File: src/mcpg_defs.svh
// Constants, register map and field positions of the motor PWM generator
`ifndef MCPG_DEFS_SVH
`define MCPG_DEFS_SVH
`define MCPG_A_TCON   8'h00
`define MCPG_A_TMR    8'h04
`define MCPG_A_PER    8'h08
`define MCPG_A_SECMP  8'h0c
`define MCPG_A_PAIR   8'h10
`define MCPG_A_UPD    8'h14
`define MCPG_A_DTSET  8'h18
`define MCPG_A_DTSEL  8'h1c
`define MCPG_A_FLTA   8'h20
`define MCPG_A_FLTB   8'h24
`define MCPG_A_OVD    8'h28
`define MCPG_A_DUTY0  8'h2c
`define MCPG_A_DUTY1  8'h30
`define MCPG_A_DUTY2  8'h34
`define MCPG_A_DUTY3  8'h38
`define MCPG_A_FSTAT  8'h3c
`define MCPG_TC_EN    15
`define MCPG_DIR_BIT  15
`define MCPG_FLT_LAT  7
`define MCPG_PER_RST  15'h0000
`define MCPG_TCY_CLKS 2
`endif

File: src/mcpg_pkg.sv
// Types of the motor PWM generator
package mcpg_pkg;
  typedef enum logic [1:0] {MD_FREE, MD_SINGLE, MD_CENTER, MD_DOUBLE} mcpg_mode_t;
  typedef enum logic {CNT_UP, CNT_DOWN} mcpg_dir_t;
endpackage : mcpg_pkg

File: src/mcpg_deadtime.sv
// Dead-time insertion for one output pair
`timescale 1ns/100ps
module mcpg_deadtime #(
  parameter int W = 10
) (
  input  wire logic         clk_i,
  input  wire logic         rst_n_i,
  input  wire logic         ce_i,
  input  wire logic         raw_i,
  input  wire logic         indep_i,
  input  wire logic [W-1:0] dt_hi_i,
  input  wire logic [W-1:0] dt_lo_i,
  output logic              hi_o,
  output logic              lo_o
);
  typedef struct packed {
    logic         prev;
    logic [W-1:0] cnt;
    logic         hi;
    logic         lo;
  } mcpg_dt_st_t;
  mcpg_dt_st_t s_r, s_nxt;
  logic [W-1:0] ld;

  always_comb begin
    s_nxt = s_r;
    ld    = raw_i ? dt_hi_i : dt_lo_i;
    if (indep_i) begin
      s_nxt.prev = raw_i;
      s_nxt.cnt  = '0;
      s_nxt.hi   = raw_i;
      s_nxt.lo   = raw_i;
    end else if (raw_i != s_r.prev) begin
      // Both sides off for the dead time of the side turning on
      s_nxt.prev = raw_i;
      // Count from ld-1 so that the off time is exactly ld cycles
      s_nxt.cnt  = (ld == '0) ? '0 : ld - 1'b1;
      s_nxt.hi   = (ld == '0) && raw_i;
      s_nxt.lo   = (ld == '0) && !raw_i;
    end else if (s_r.cnt != '0) begin
      s_nxt.cnt = s_r.cnt - 1'b1;
    end else begin
      s_nxt.hi = raw_i;
      s_nxt.lo = !raw_i;
    end
  end

  always_ff @(posedge clk_i) begin
    if (!rst_n_i) begin
      s_r <= '0;
    end else if (ce_i) begin
      s_r <= s_nxt;
    end
  end

  assign hi_o = s_r.hi;
  assign lo_o = s_r.lo;
endmodule : mcpg_deadtime

File: src/mcpg_postscale.sv
// Event postscaler: one output pulse every ratio+1 input events
`timescale 1ns/100ps
module mcpg_postscale (
  input  wire logic       clk_i,
  input  wire logic       rst_n_i,
  input  wire logic       ce_i,
  input  wire logic       evt_i,
  input  wire logic [3:0] ratio_i,
  output logic            pulse_o
);
  typedef struct packed {
    logic [3:0] cnt;
    logic       pulse;
  } mcpg_ps_st_t;
  mcpg_ps_st_t s_r, s_nxt;

  always_comb begin
    s_nxt       = s_r;
    s_nxt.pulse = 1'b0;
    if (evt_i) begin
      if (s_r.cnt >= ratio_i) begin
        s_nxt.cnt   = 4'h0;
        s_nxt.pulse = 1'b1;
      end else begin
        s_nxt.cnt = s_r.cnt + 4'h1;
      end
    end
  end

  always_ff @(posedge clk_i) begin
    if (!rst_n_i) begin
      s_r <= '0;
    end else if (ce_i) begin
      s_r <= s_nxt;
    end
  end

  assign pulse_o = s_r.pulse;
endmodule : mcpg_postscale

File: src/mcpg_top.sv
// Motor PWM generator: APB registers, time base, duty, override and fault logic
//
// The placing of the registers and register access over APB were decided locally.
`timescale 1ns/100ps
`include "mcpg_defs.svh"
module mcpg_top #(
  parameter int NPAIR = 4,
  parameter int DTW   = 10
) (
  input  wire logic        MCLK_I,
  input  wire logic        RST_N_I,
  input  wire logic        CE_I,
  input  wire logic        PSEL_I,
  input  wire logic        PENABLE_I,
  input  wire logic        PWRITE_I,
  input  wire logic [7:0]  PADDR_I,
  input  wire logic [31:0] PWDATA_I,
  output logic      [31:0] PRDATA_O,
  output logic             PREADY_O,
  output logic             PSLVERR_O,
  input  wire logic        FLT_A_N_I,
  input  wire logic        FLT_B_N_I,
  input  wire logic [2:0]  PIN_INIT_CFG_I,
  output logic      [7:0]  PWM_O,
  output logic      [7:0]  PWM_OE_O,
  output logic             ADC_TRIG_O,
  output logic             TB_EVT_O
);
  localparam int NOUT = 2 * NPAIR;

  typedef struct packed {
    logic                        en;
    logic [3:0]                  optps;
    logic [1:0]                  ckps;
    mcpg_pkg::mcpg_mode_t        mode;
    logic [14:0]                 cnt;
    mcpg_pkg::mcpg_dir_t         dir;
    logic [6:0]                  pre;
    logic [14:0]                 per_buf;
    logic [14:0]                 per_act;
    logic [14:0]                 secmp;
    logic                        special_event_direction_select;
    logic [NPAIR-1:0]            indep;
    logic [NOUT-1:0]             pen;
    logic [3:0]                  sevops;
    logic                        iue;
    logic                        osync;
    logic                        udis;
    logic [5:0]                  dta;
    logic [5:0]                  dtb;
    logic [1:0]                  dtpa;
    logic [1:0]                  dtpb;
    logic [NOUT-1:0]             dtsel;
    logic [1:0][NOUT-1:0]        flvl;
    logic [1:0]                  flat;
    logic [1:0][NPAIR-1:0]       fgov;
    logic [1:0]                  fact;
    logic [NOUT-1:0]             ovd_en;
    logic [NOUT-1:0]             ovd_val;
    logic [NOUT-1:0]             ovd_en_a;
    logic [NOUT-1:0]             ovd_val_a;
    logic [NPAIR-1:0][15:0]      dc_buf;
    logic [NPAIR-1:0][15:0]      dc_act;
    logic [NPAIR-1:0]            raw;
    logic                        wrap_d;
    logic [NOUT-1:0]             out;
    logic [NOUT-1:0]             oe;
    logic [31:0]                 prdata;
    logic                        pready;
    logic                        pslverr;
    logic [2:0]                  cfg;
  } mcpg_st_t;

  mcpg_st_t s_r, s_nxt;

  logic             tick, wrap, mid, upd, sev_hit;
  logic [6:0]       lim;
  logic [15:0]      cmpv;
  logic             wr, rd_setup;
  logic [1:0]       flt_in;
  logic [1:0]       fclr;
  logic [NPAIR-1:0] dt_hi, dt_lo;
  logic [DTW-1:0]   dta_cyc, dtb_cyc;
  logic             sev_pulse, tb_pulse;
  logic [NOUT-1:0]  pin;

  ////////////////////////////////////////////////////////////////////////////
  // Register read mux

  function automatic logic [31:0] rd_mux(input mcpg_st_t s, input logic [7:0] a);
    logic [31:0] d;
    d = 32'h0000_0000;
    case (a)
      `MCPG_A_TCON:  d = {16'h0000, s.en, 7'h00, s.optps, s.ckps, s.mode};
      `MCPG_A_TMR:   d = {16'h0000, (s.dir == mcpg_pkg::CNT_DOWN), s.cnt};
      `MCPG_A_PER:   d = {17'h00000, s.per_buf};
      `MCPG_A_SECMP: d = {16'h0000, s.special_event_direction_select, s.secmp};
      `MCPG_A_PAIR:  d = {20'h00000, s.pen, s.indep};
      `MCPG_A_UPD:   d = {20'h00000, s.sevops, 5'h00, s.iue, s.osync, s.udis};
      `MCPG_A_DTSET: d = {16'h0000, s.dtpb, s.dtb, s.dtpa, s.dta};
      `MCPG_A_DTSEL: d = {24'h000000, s.dtsel};
      `MCPG_A_FLTA:  d = {16'h0000, s.flvl[0], s.flat[0], 3'h0, s.fgov[0]};
      `MCPG_A_FLTB:  d = {16'h0000, s.flvl[1], s.flat[1], 3'h0, s.fgov[1]};
      `MCPG_A_OVD:   d = {16'h0000, s.ovd_en, s.ovd_val};
      `MCPG_A_DUTY0: d = {16'h0000, s.dc_buf[0]};
      `MCPG_A_DUTY1: d = {16'h0000, s.dc_buf[1]};
      `MCPG_A_DUTY2: d = {16'h0000, s.dc_buf[2]};
      `MCPG_A_DUTY3: d = {16'h0000, s.dc_buf[3]};
      `MCPG_A_FSTAT: d = {30'h00000000, s.fact};
      default:       d = 32'h0000_0000;
    endcase
    return d;
  endfunction : rd_mux

  function automatic logic mapped(input logic [7:0] a);
    return (a[1:0] == 2'h0) && (a <= `MCPG_A_FSTAT);
  endfunction : mapped

  // Dead time in clock cycles: count times prescale times one Tcy
  function automatic logic [DTW-1:0] dt_cycles(input logic [5:0] n, input logic [1:0] p);
    return DTW'({4'h0, n} << ({1'b0, p} + 3'h1));
  endfunction : dt_cycles

  ////////////////////////////////////////////////////////////////////////////
  // Next-state logic

  always_comb begin
    s_nxt    = s_r;
    wr       = PSEL_I && PENABLE_I && s_r.pready && PWRITE_I;
    rd_setup = PSEL_I && !PENABLE_I;
    flt_in   = {!FLT_B_N_I, !FLT_A_N_I};
    fclr     = 2'h0;
    wrap     = 1'b0;
    mid      = 1'b0;
    // One tick per Tcy times the input prescale (1, 4, 16, 64)
    lim      = 7'((8'd`MCPG_TCY_CLKS << {s_r.ckps, 1'b0}) - 8'd1);
    // Limit met or passed: a smaller prescale written mid-count must not stall
    tick     = s_r.en && (s_r.pre >= lim);

    // APB access
    s_nxt.pready = 1'b1;
    if (rd_setup) begin
      s_nxt.prdata  = rd_mux(s_r, PADDR_I);
      s_nxt.pslverr = !mapped(PADDR_I);
    end

    // Time base
    s_nxt.pre = (!s_r.en || tick) ? 7'h00 : s_r.pre + 7'h01;
    if (tick) begin
      case (s_r.mode)
        mcpg_pkg::MD_FREE, mcpg_pkg::MD_SINGLE: begin
          s_nxt.dir = mcpg_pkg::CNT_UP;
          if (s_r.cnt >= s_r.per_act) begin
            s_nxt.cnt = 15'h0000;
            wrap      = 1'b1;
            if (s_r.mode == mcpg_pkg::MD_SINGLE) begin
              s_nxt.en = 1'b0;
            end
          end else begin
            s_nxt.cnt = s_r.cnt + 15'h0001;
          end
        end
        mcpg_pkg::MD_CENTER, mcpg_pkg::MD_DOUBLE: begin
          if (s_r.dir == mcpg_pkg::CNT_UP) begin
            if (s_r.cnt >= s_r.per_act) begin
              s_nxt.dir = mcpg_pkg::CNT_DOWN;
              s_nxt.cnt = (s_r.cnt == 15'h0000) ? 15'h0000 : s_r.cnt - 15'h0001;
              mid       = 1'b1;
            end else begin
              s_nxt.cnt = s_r.cnt + 15'h0001;
            end
          end else if (s_r.cnt == 15'h0000) begin
            s_nxt.dir = mcpg_pkg::CNT_UP;
            s_nxt.cnt = 15'h0001;
            wrap      = 1'b1;
          end else begin
            s_nxt.cnt = s_r.cnt - 15'h0001;
          end
        end
        default: s_nxt.cnt = 15'h0000;
      endcase
    end
    upd = wrap || (mid && (s_r.mode == mcpg_pkg::MD_DOUBLE));

    // Special event compare
    sev_hit = tick && (s_r.cnt == s_r.secmp) &&
              ((s_r.mode == mcpg_pkg::MD_FREE) || (s_r.mode == mcpg_pkg::MD_SINGLE) ||
               ((s_r.dir == mcpg_pkg::CNT_DOWN) == s_r.special_event_direction_select));

    // Buffer to active transfers; a stopped time base loads at once
    if (!s_r.udis) begin
      if (upd || !s_r.en) begin
        s_nxt.per_act = s_r.per_buf;
      end
      for (int p = 0; p < NPAIR; p++) begin
        if (upd || s_r.iue || !s_r.en) begin
          s_nxt.dc_act[p] = s_r.dc_buf[p];
        end
      end
    end

    // Duty compare on count plus, at input prescale 1 only, the half-Tcy phase
    cmpv = {s_r.cnt, (s_r.ckps == 2'h0) ? s_r.pre[0] : 1'b0};
    for (int p = 0; p < NPAIR; p++) begin
      s_nxt.raw[p] = s_r.en && (s_r.dc_act[p] > cmpv);
    end
    s_nxt.wrap_d = wrap;

    // Override copies follow the time base only when asked to
    if (!s_r.osync || wrap || !s_r.en) begin
      s_nxt.ovd_en_a  = s_r.ovd_en;
      s_nxt.ovd_val_a = s_r.ovd_val;
    end

    // Register writes
    if (wr) begin
      case (PADDR_I)
        `MCPG_A_TCON: begin
          s_nxt.en    = PWDATA_I[`MCPG_TC_EN];
          s_nxt.optps = PWDATA_I[7:4];
          s_nxt.ckps  = PWDATA_I[3:2];
          s_nxt.mode  = mcpg_pkg::mcpg_mode_t'(PWDATA_I[1:0]);
        end
        `MCPG_A_TMR: begin
          s_nxt.cnt = PWDATA_I[14:0];
          s_nxt.dir = mcpg_pkg::mcpg_dir_t'(PWDATA_I[`MCPG_DIR_BIT]);
        end
        `MCPG_A_PER:   s_nxt.per_buf = PWDATA_I[14:0];
        `MCPG_A_SECMP: begin
          s_nxt.secmp   = PWDATA_I[14:0];
          s_nxt.special_event_direction_select = PWDATA_I[15];
        end
        `MCPG_A_PAIR: begin
          s_nxt.indep = PWDATA_I[3:0];
          s_nxt.pen   = PWDATA_I[11:4];
        end
        `MCPG_A_UPD: begin
          s_nxt.sevops = PWDATA_I[11:8];
          s_nxt.iue    = PWDATA_I[2];
          s_nxt.osync  = PWDATA_I[1];
          s_nxt.udis   = PWDATA_I[0];
        end
        `MCPG_A_DTSET: begin
          s_nxt.dta  = PWDATA_I[5:0];
          s_nxt.dtpa = PWDATA_I[7:6];
          s_nxt.dtb  = PWDATA_I[13:8];
          s_nxt.dtpb = PWDATA_I[15:14];
        end
        `MCPG_A_DTSEL: s_nxt.dtsel = PWDATA_I[7:0];
        `MCPG_A_FLTA: begin
          s_nxt.flvl[0] = PWDATA_I[15:8];
          s_nxt.flat[0] = PWDATA_I[`MCPG_FLT_LAT];
          s_nxt.fgov[0] = PWDATA_I[3:0];
        end
        `MCPG_A_FLTB: begin
          s_nxt.flvl[1] = PWDATA_I[15:8];
          s_nxt.flat[1] = PWDATA_I[`MCPG_FLT_LAT];
          s_nxt.fgov[1] = PWDATA_I[3:0];
        end
        `MCPG_A_OVD: begin
          s_nxt.ovd_en  = PWDATA_I[15:8];
          s_nxt.ovd_val = PWDATA_I[7:0];
        end
        `MCPG_A_DUTY0: s_nxt.dc_buf[0] = PWDATA_I[15:0];
        `MCPG_A_DUTY1: s_nxt.dc_buf[1] = PWDATA_I[15:0];
        `MCPG_A_DUTY2: s_nxt.dc_buf[2] = PWDATA_I[15:0];
        `MCPG_A_DUTY3: s_nxt.dc_buf[3] = PWDATA_I[15:0];
        `MCPG_A_FSTAT: fclr = PWDATA_I[1:0];
        default: ;
      endcase
    end

    // Fault state: an active input always wins over a clear
    for (int f = 0; f < 2; f++) begin
      if (flt_in[f]) begin
        s_nxt.fact[f] = 1'b1;
      end else if (s_r.flat[f] ? fclr[f] : wrap) begin
        s_nxt.fact[f] = 1'b0;
      end
    end

    // Pin chain: dead time, override, fault, polarity, enable
    for (int k = 0; k < NOUT; k++) begin
      pin[k] = k[0] ? dt_lo[k/2] : dt_hi[k/2];
      if (s_r.ovd_en_a[k]) begin
        pin[k] = s_r.ovd_val_a[k];
      end
      if ((s_r.fact[0] || flt_in[0]) && s_r.fgov[0][k/2]) begin
        pin[k] = s_r.flvl[0][k];
      end else if ((s_r.fact[1] || flt_in[1]) && s_r.fgov[1][k/2]) begin
        pin[k] = s_r.flvl[1][k];
      end
      s_nxt.out[k] = pin[k] ^ (k[0] ? s_r.cfg[2] : s_r.cfg[1]);
      s_nxt.oe[k]  = s_r.pen[k];
    end
  end

  ////////////////////////////////////////////////////////////////////////////
  // Dead-time units and postscalers

  assign dta_cyc = dt_cycles(s_r.dta, s_r.dtpa);
  assign dtb_cyc = dt_cycles(s_r.dtb, s_r.dtpb);

  generate
    for (genvar p = 0; p < NPAIR; p++) begin : g_pair
      mcpg_deadtime #(
        .W(DTW)
      ) u_dt (
        .clk_i   (MCLK_I),
        .rst_n_i (RST_N_I),
        .ce_i    (CE_I),
        .raw_i   (s_r.raw[p]),
        .indep_i (s_r.indep[p]),
        .dt_hi_i (s_r.dtsel[2*p]   ? dtb_cyc : dta_cyc),
        .dt_lo_i (s_r.dtsel[2*p+1] ? dtb_cyc : dta_cyc),
        .hi_o    (dt_hi[p]),
        .lo_o    (dt_lo[p])
      );
    end
  endgenerate

  mcpg_postscale u_sev_ps (
    .clk_i   (MCLK_I),
    .rst_n_i (RST_N_I),
    .ce_i    (CE_I),
    .evt_i   (sev_hit),
    .ratio_i (s_r.sevops),
    .pulse_o (sev_pulse)
  );

  mcpg_postscale u_tb_ps (
    .clk_i   (MCLK_I),
    .rst_n_i (RST_N_I),
    .ce_i    (CE_I),
    .evt_i   (s_r.wrap_d),
    .ratio_i (s_r.optps),
    .pulse_o (tb_pulse)
  );

  ////////////////////////////////////////////////////////////////////////////
  // State register; reset pin state taken from the config word

  always_ff @(posedge MCLK_I) begin
    if (!RST_N_I) begin
      s_r        <= '0;
      s_r.cfg    <= PIN_INIT_CFG_I;
      s_r.pen    <= {NOUT{PIN_INIT_CFG_I[0]}};
      s_r.oe     <= {NOUT{PIN_INIT_CFG_I[0]}};
      s_r.out    <= {NPAIR{PIN_INIT_CFG_I[2], PIN_INIT_CFG_I[1]}};
      s_r.per_buf <= `MCPG_PER_RST;
      s_r.per_act <= `MCPG_PER_RST;
    end else if (CE_I) begin
      s_r <= s_nxt;
    end
  end

  assign PRDATA_O   = s_r.prdata;
  assign PREADY_O   = s_r.pready;
  assign PSLVERR_O  = s_r.pslverr;
  assign PWM_O      = s_r.out;
  assign PWM_OE_O   = s_r.oe;
  assign ADC_TRIG_O = sev_pulse;
  assign TB_EVT_O   = tb_pulse;
endmodule : mcpg_top

File: config.mk
export PLATFORM = sky130hd
export DESIGN_NAME = mcpg_top
export DESIGN_NICKNAME = d
export VERILOG_FILES = /design/src/mcpg_pkg.sv /design/src/mcpg_deadtime.sv /design/src/mcpg_postscale.sv /design/src/mcpg_top.sv
export VERILOG_INCLUDE_DIRS = /design/src
export SDC_FILE = /design/constraint.sdc
export NUM_CORES = 1
export LEC_CHECK = 0
export BUFFER_PORTS_ARGS = -buffer_cell sky130_fd_sc_hd__clkbuf_2
export CAP_MARGIN = 20
export CORE_ASPECT_RATIO = 1.5
export CORE_MARGIN = 2
export CORE_UTILIZATION = 28
export DETAILED_ROUTE_END_ITERATION = 12
export HOLD_SLACK_MARGIN = 0.03
export PLACE_DENSITY_LB_ADDON = 0.08
export SLEW_MARGIN = 30
export SYNTH_ARGS = -nofsm -noshare
export SYNTH_HDL_FRONTEND = slang
export SYNTH_SLANG_ARGS = --single-unit
File: constraint.sdc
create_clock -name MCLK_I -period 3.3 [get_ports MCLK_I]
set_input_delay 0.495 -clock MCLK_I [delete_from_list [all_inputs] [get_ports MCLK_I]]
set_output_delay 0.495 -clock MCLK_I [all_outputs]
set_load 0.005 [all_outputs]
==> flow_metrics.tcl <==
set metrics [dict create \
    min_path_type "primary input to flip-flop" \
    end_kind "flip-flop" \
    synth-adder-area-share_pct 6.04 \
    nets 3249 \
    yosysWarningCount 0 \
    critPathMostFrequentCell "nand3_1" \
    dp.final_hpwl_mm 84.5 \
    seqPwrFrac_pct 41.7 \
    path_clk_slew_ps 70 \
    ys_top_cells_by_area "dfxtp_1 33%, nand2_1 8.3%, a21oi_1 6.7%, ha_1 6.0%, o21ai_0 3.9%" \
    synth-edff-count 26 \
    hold-path-cell-count 2 \
    die_area_mm2 0.0867 \
    finClkSkew_ps 34.7 \
    io_pins 103 \
    rows 130 \
    tightest_slew_ps 901 \
    dieHeight_um 360 \
    yosysSeqAreaShare_pct 36.1 \
    h-tree-depth 2 \
    worstPathCellList "ha_1, nand4_1, nor2b_1, nand2_1, o21ai_1, buf_4, nand3_1, a211o_4, buf_16, nand3_1, o21ai_0" \
    synth_area_mm2 0.0236 \
    tritoncts "done" \
    grt_pass1_wl_mm 159 \
    status "finished clean" \
    syn_inst 3024 \
    clkLatencyLatePin_ps 640 \
    cts-root-buf "clkbuf_16" \
    postSynthAreaPerCell_um2 7.80 \
    p_comb_share_pct 16.8 \
    slew_violations 0 \
    hold_path_end "s_r[218]" \
    ff2ff_setup_slack_ps 100 \
    worstPathMaxFanout 75 \
    power.leakage_nw 10.3 \
    grt-ovfl-total 0 \
    cellPowerDensity_mw_per_mm2 482 \
    port_buffers 70 \
    core_mm2 0.0836 \
    p_clk_share_pct 41.5 \
    start_util_pct 28.2 \
    slew_headroom_pct 39.3 \
    cpMaxStageDelayCell "dfxtp_1" \
    drtIter0Drc 1895 \
    cp-start-kind "flip-flop" \
    cts_buffers 46 \
    drc 0 \
    synth_top_family_by_area "compound AO/OA/AOI/OAI gates" \
    cpLargestDelayFamily "compound AO/OA/AOI/OAI gates" \
    synth_common_cells "522 x nand2_1, 386 x dfxtp_1, 317 x a21oi_1" \
    synth_simple_gate_area_share_pct 22.2 \
    dominantRegCellSynth "dfxtp_1" \
    synth-seq-cells 412 \
    grt_max_degree 136 \
    grt_usage_pct 25.1 \
    muxShareOfSynthArea_pct 4.19 \
    synth-xor-area-share_pct 2.23 \
    cp_num_buf_inv 2 \
    area_growth_pct 16.1 \
    synth_compound_area_share_pct 22.6 \
    synth_cell_types 100 \
    ir_worst_vdd_mv 0.330 \
    cp.arrival_ps 3700 \
    gp_congestion 0.918 \
    via_count 23000 \
    grt_pass1_vias 22600 \
    reg2regPathDepth 11 \
    final.min_clock_period_ps 3200 \
    holdBufCountCts 0 \
    synth_most_common_cell "nand2_1" \
    setup_viol 0 \
    layout.cells.non_filler 4245 \
    wl_per_cell_um 25.9 \
    reg2reg_to "s_r[115]" \
    ant_nets 0 \
    p_switching_mw 3.98 \
    internal_power_mw 9.22 \
    rsz0062_at_grt "yes" \
    max_freq_mhz 312 \
    dr.pass1.iters 7 \
    clockBufferDepth 3 \
    synth_top_area_cell "dfxtp_1" \
    antenna_found_initial 2 \
    cp.depth 11 \
    rr_startpoint "cmpv[12]" \
    dieWidth_um 241 \
    crit_type "flip-flop to flip-flop" \
    synthDominantCellAreaShare_pct 32.7 \
    critPathMaxStageDelay_ps 760 \
    vias_per_cell 5.41 \
    layout-drive-gt1-share_pct 13.5 \
    hold_viol_final 0 \
    fin_crit_sh_pct 97.1 \
    wl_mm 110 \
    cp.required_ps 3800 \
    maxCapViolCount 0 \
    dpl.cell_count 4157 \
    p_sw_share_pct 30.2 \
    cts_sinks 412 \
    worstHoldStart "FLT_A_N_I" \
    async_flop_share_pct 0 \
    power_mw 13.2 \
]
area by class of cell:
class	instances	area (um^2)
Tap cell	1122	1400
Sequential cell	412	8510
Timing Repair Buffer	254	1890
Clock buffer	59	1290
Multi-Input combinational cell	2284	13700
Fill cell	8925	56200
Inverter	86	330
Clock inverter	27	278
Antenna cell	1	2.50
per-stage QoR:
| stage | util, % | area, um^2 | hold slack, ps | setup slack [ps] | TNS (ps) |
|---|---|---|---|---|---|
| final | 32.8 | 27400 | 187 | 97.3 | 0 |
| after global routing | 32.8 | 27400 | 189 | -40.4 | -70.9 |
| after CTS | 32.7 | 27300 | 156 | 55.1 | 0 |
| after detailed placement | 30.8 | 25800 | 450 | 77.0 | 0 |
| after global placement | 30.8 | 25800 | 448 | 118 | 0 |
| after floorplan | - | 23700 | 432 | 394 | 0 |
power groups by stage:
stage               Clock, mW  Combinational (mW)  Sequential (mW)
global placement            0                2.19             5.62
global route             5.77                2.46             5.54
detailed placement          0                2.21             5.62
floorplan                   0                1.65             5.52
CTS                      5.60                2.21             5.51
finish                   5.48                2.22             5.51
cells in the final DEF, fill, tap and decap left out, types with 21 or more instances in the layout:
master and instances:
o21a_1 23, a22oi_1 72, nor2b_1 23, buf_4 172
a21o_1 40, nand3_1 174, ha_1 112, a21oi_1 317
nand2b_1 22, xor2_1 35, mux2i_1 66, inv_1 82
o21ai_0 184, or3_1 21, a31oi_1 33, clkbuf_2 69
nor3_1 60, xnor2_1 25, nor2_1 185, clkbuf_16 47
dfxtp_1 386, edfxtp_1 26, nand4_1 38, nand2_1 522
a221oi_1 29
how the worst max path moves through the flow:
| stage | slack, ps | start | end |
|---|---|---|---|
| 2_1_floorplan | 390 | s_r[256] | g_pair[0].u_dt.s_r[5] |
| 3_3_place_gp | 120 | s_r[255] | g_pair[2].u_dt.s_r[6] |
| 3_5_place_dp | 80 | s_r[257] | g_pair[0].u_dt.s_r[9] |
| 4_1_cts | 60 | s_r[257] | g_pair[0].u_dt.s_r[9] |
| 5_1_grt | -40 | s_r[255] | g_pair[1].u_dt.s_r[2] |
| 6_report | 100 | cmpv[12] | s_r[115] |
worst register-to-register path, stage by stage, from the launching register on:
cell,delay (ps)
dfxtp_1,760
ha_1,230
nand4_1,110
nor2b_1,130
nand2_1,270
o21ai_1,390
buf_4,190
nand3_1,90
a211o_4,410
buf_16,210
nand3_1,200
o21ai_0,110
cells by family after synthesis:
group                    Yosys count
AND/OR/NAND/NOR                 1150
AO/OA/AOI/OAI                    854
flip-flops                       412
buffers and inverters            343
adder cells (fa/ha/maj)          114
multiplexers                      90
XOR/XNOR                          60
other                              1
registers in the layout, indices dropped and copies added, names as in the netlist, 8 cells and up:
register,count
g_pair.u_dt.s_r,44
s_nxt,10
cmpv,15
PRDATA_O,16
s_r,291
PWM_OE_O,8
PWM_O,8
per-layer routing:
layer | vias to the layer above | GRT usage, % | wire length (um)
li1 | 10900 | - | -
met1 | 11100 | 28.1 | 41900
met2 | 751 | 44.8 | 55500
met3 | 235 | 2.81 | 4870
met4 | 2 | 15.4 | 7780
met5 | - | 0 | 12
repair_timing:
action / 4_1_cts / 5_1_grt
gates resized for setup: 1 / 11
pin swaps: 0 / 1
setup endpoints to repair: 1 / 16
gates cloned: 0 / 0
setup buffers: 0 / 1
No activity file was read; power rests on OpenSTA's default activity.
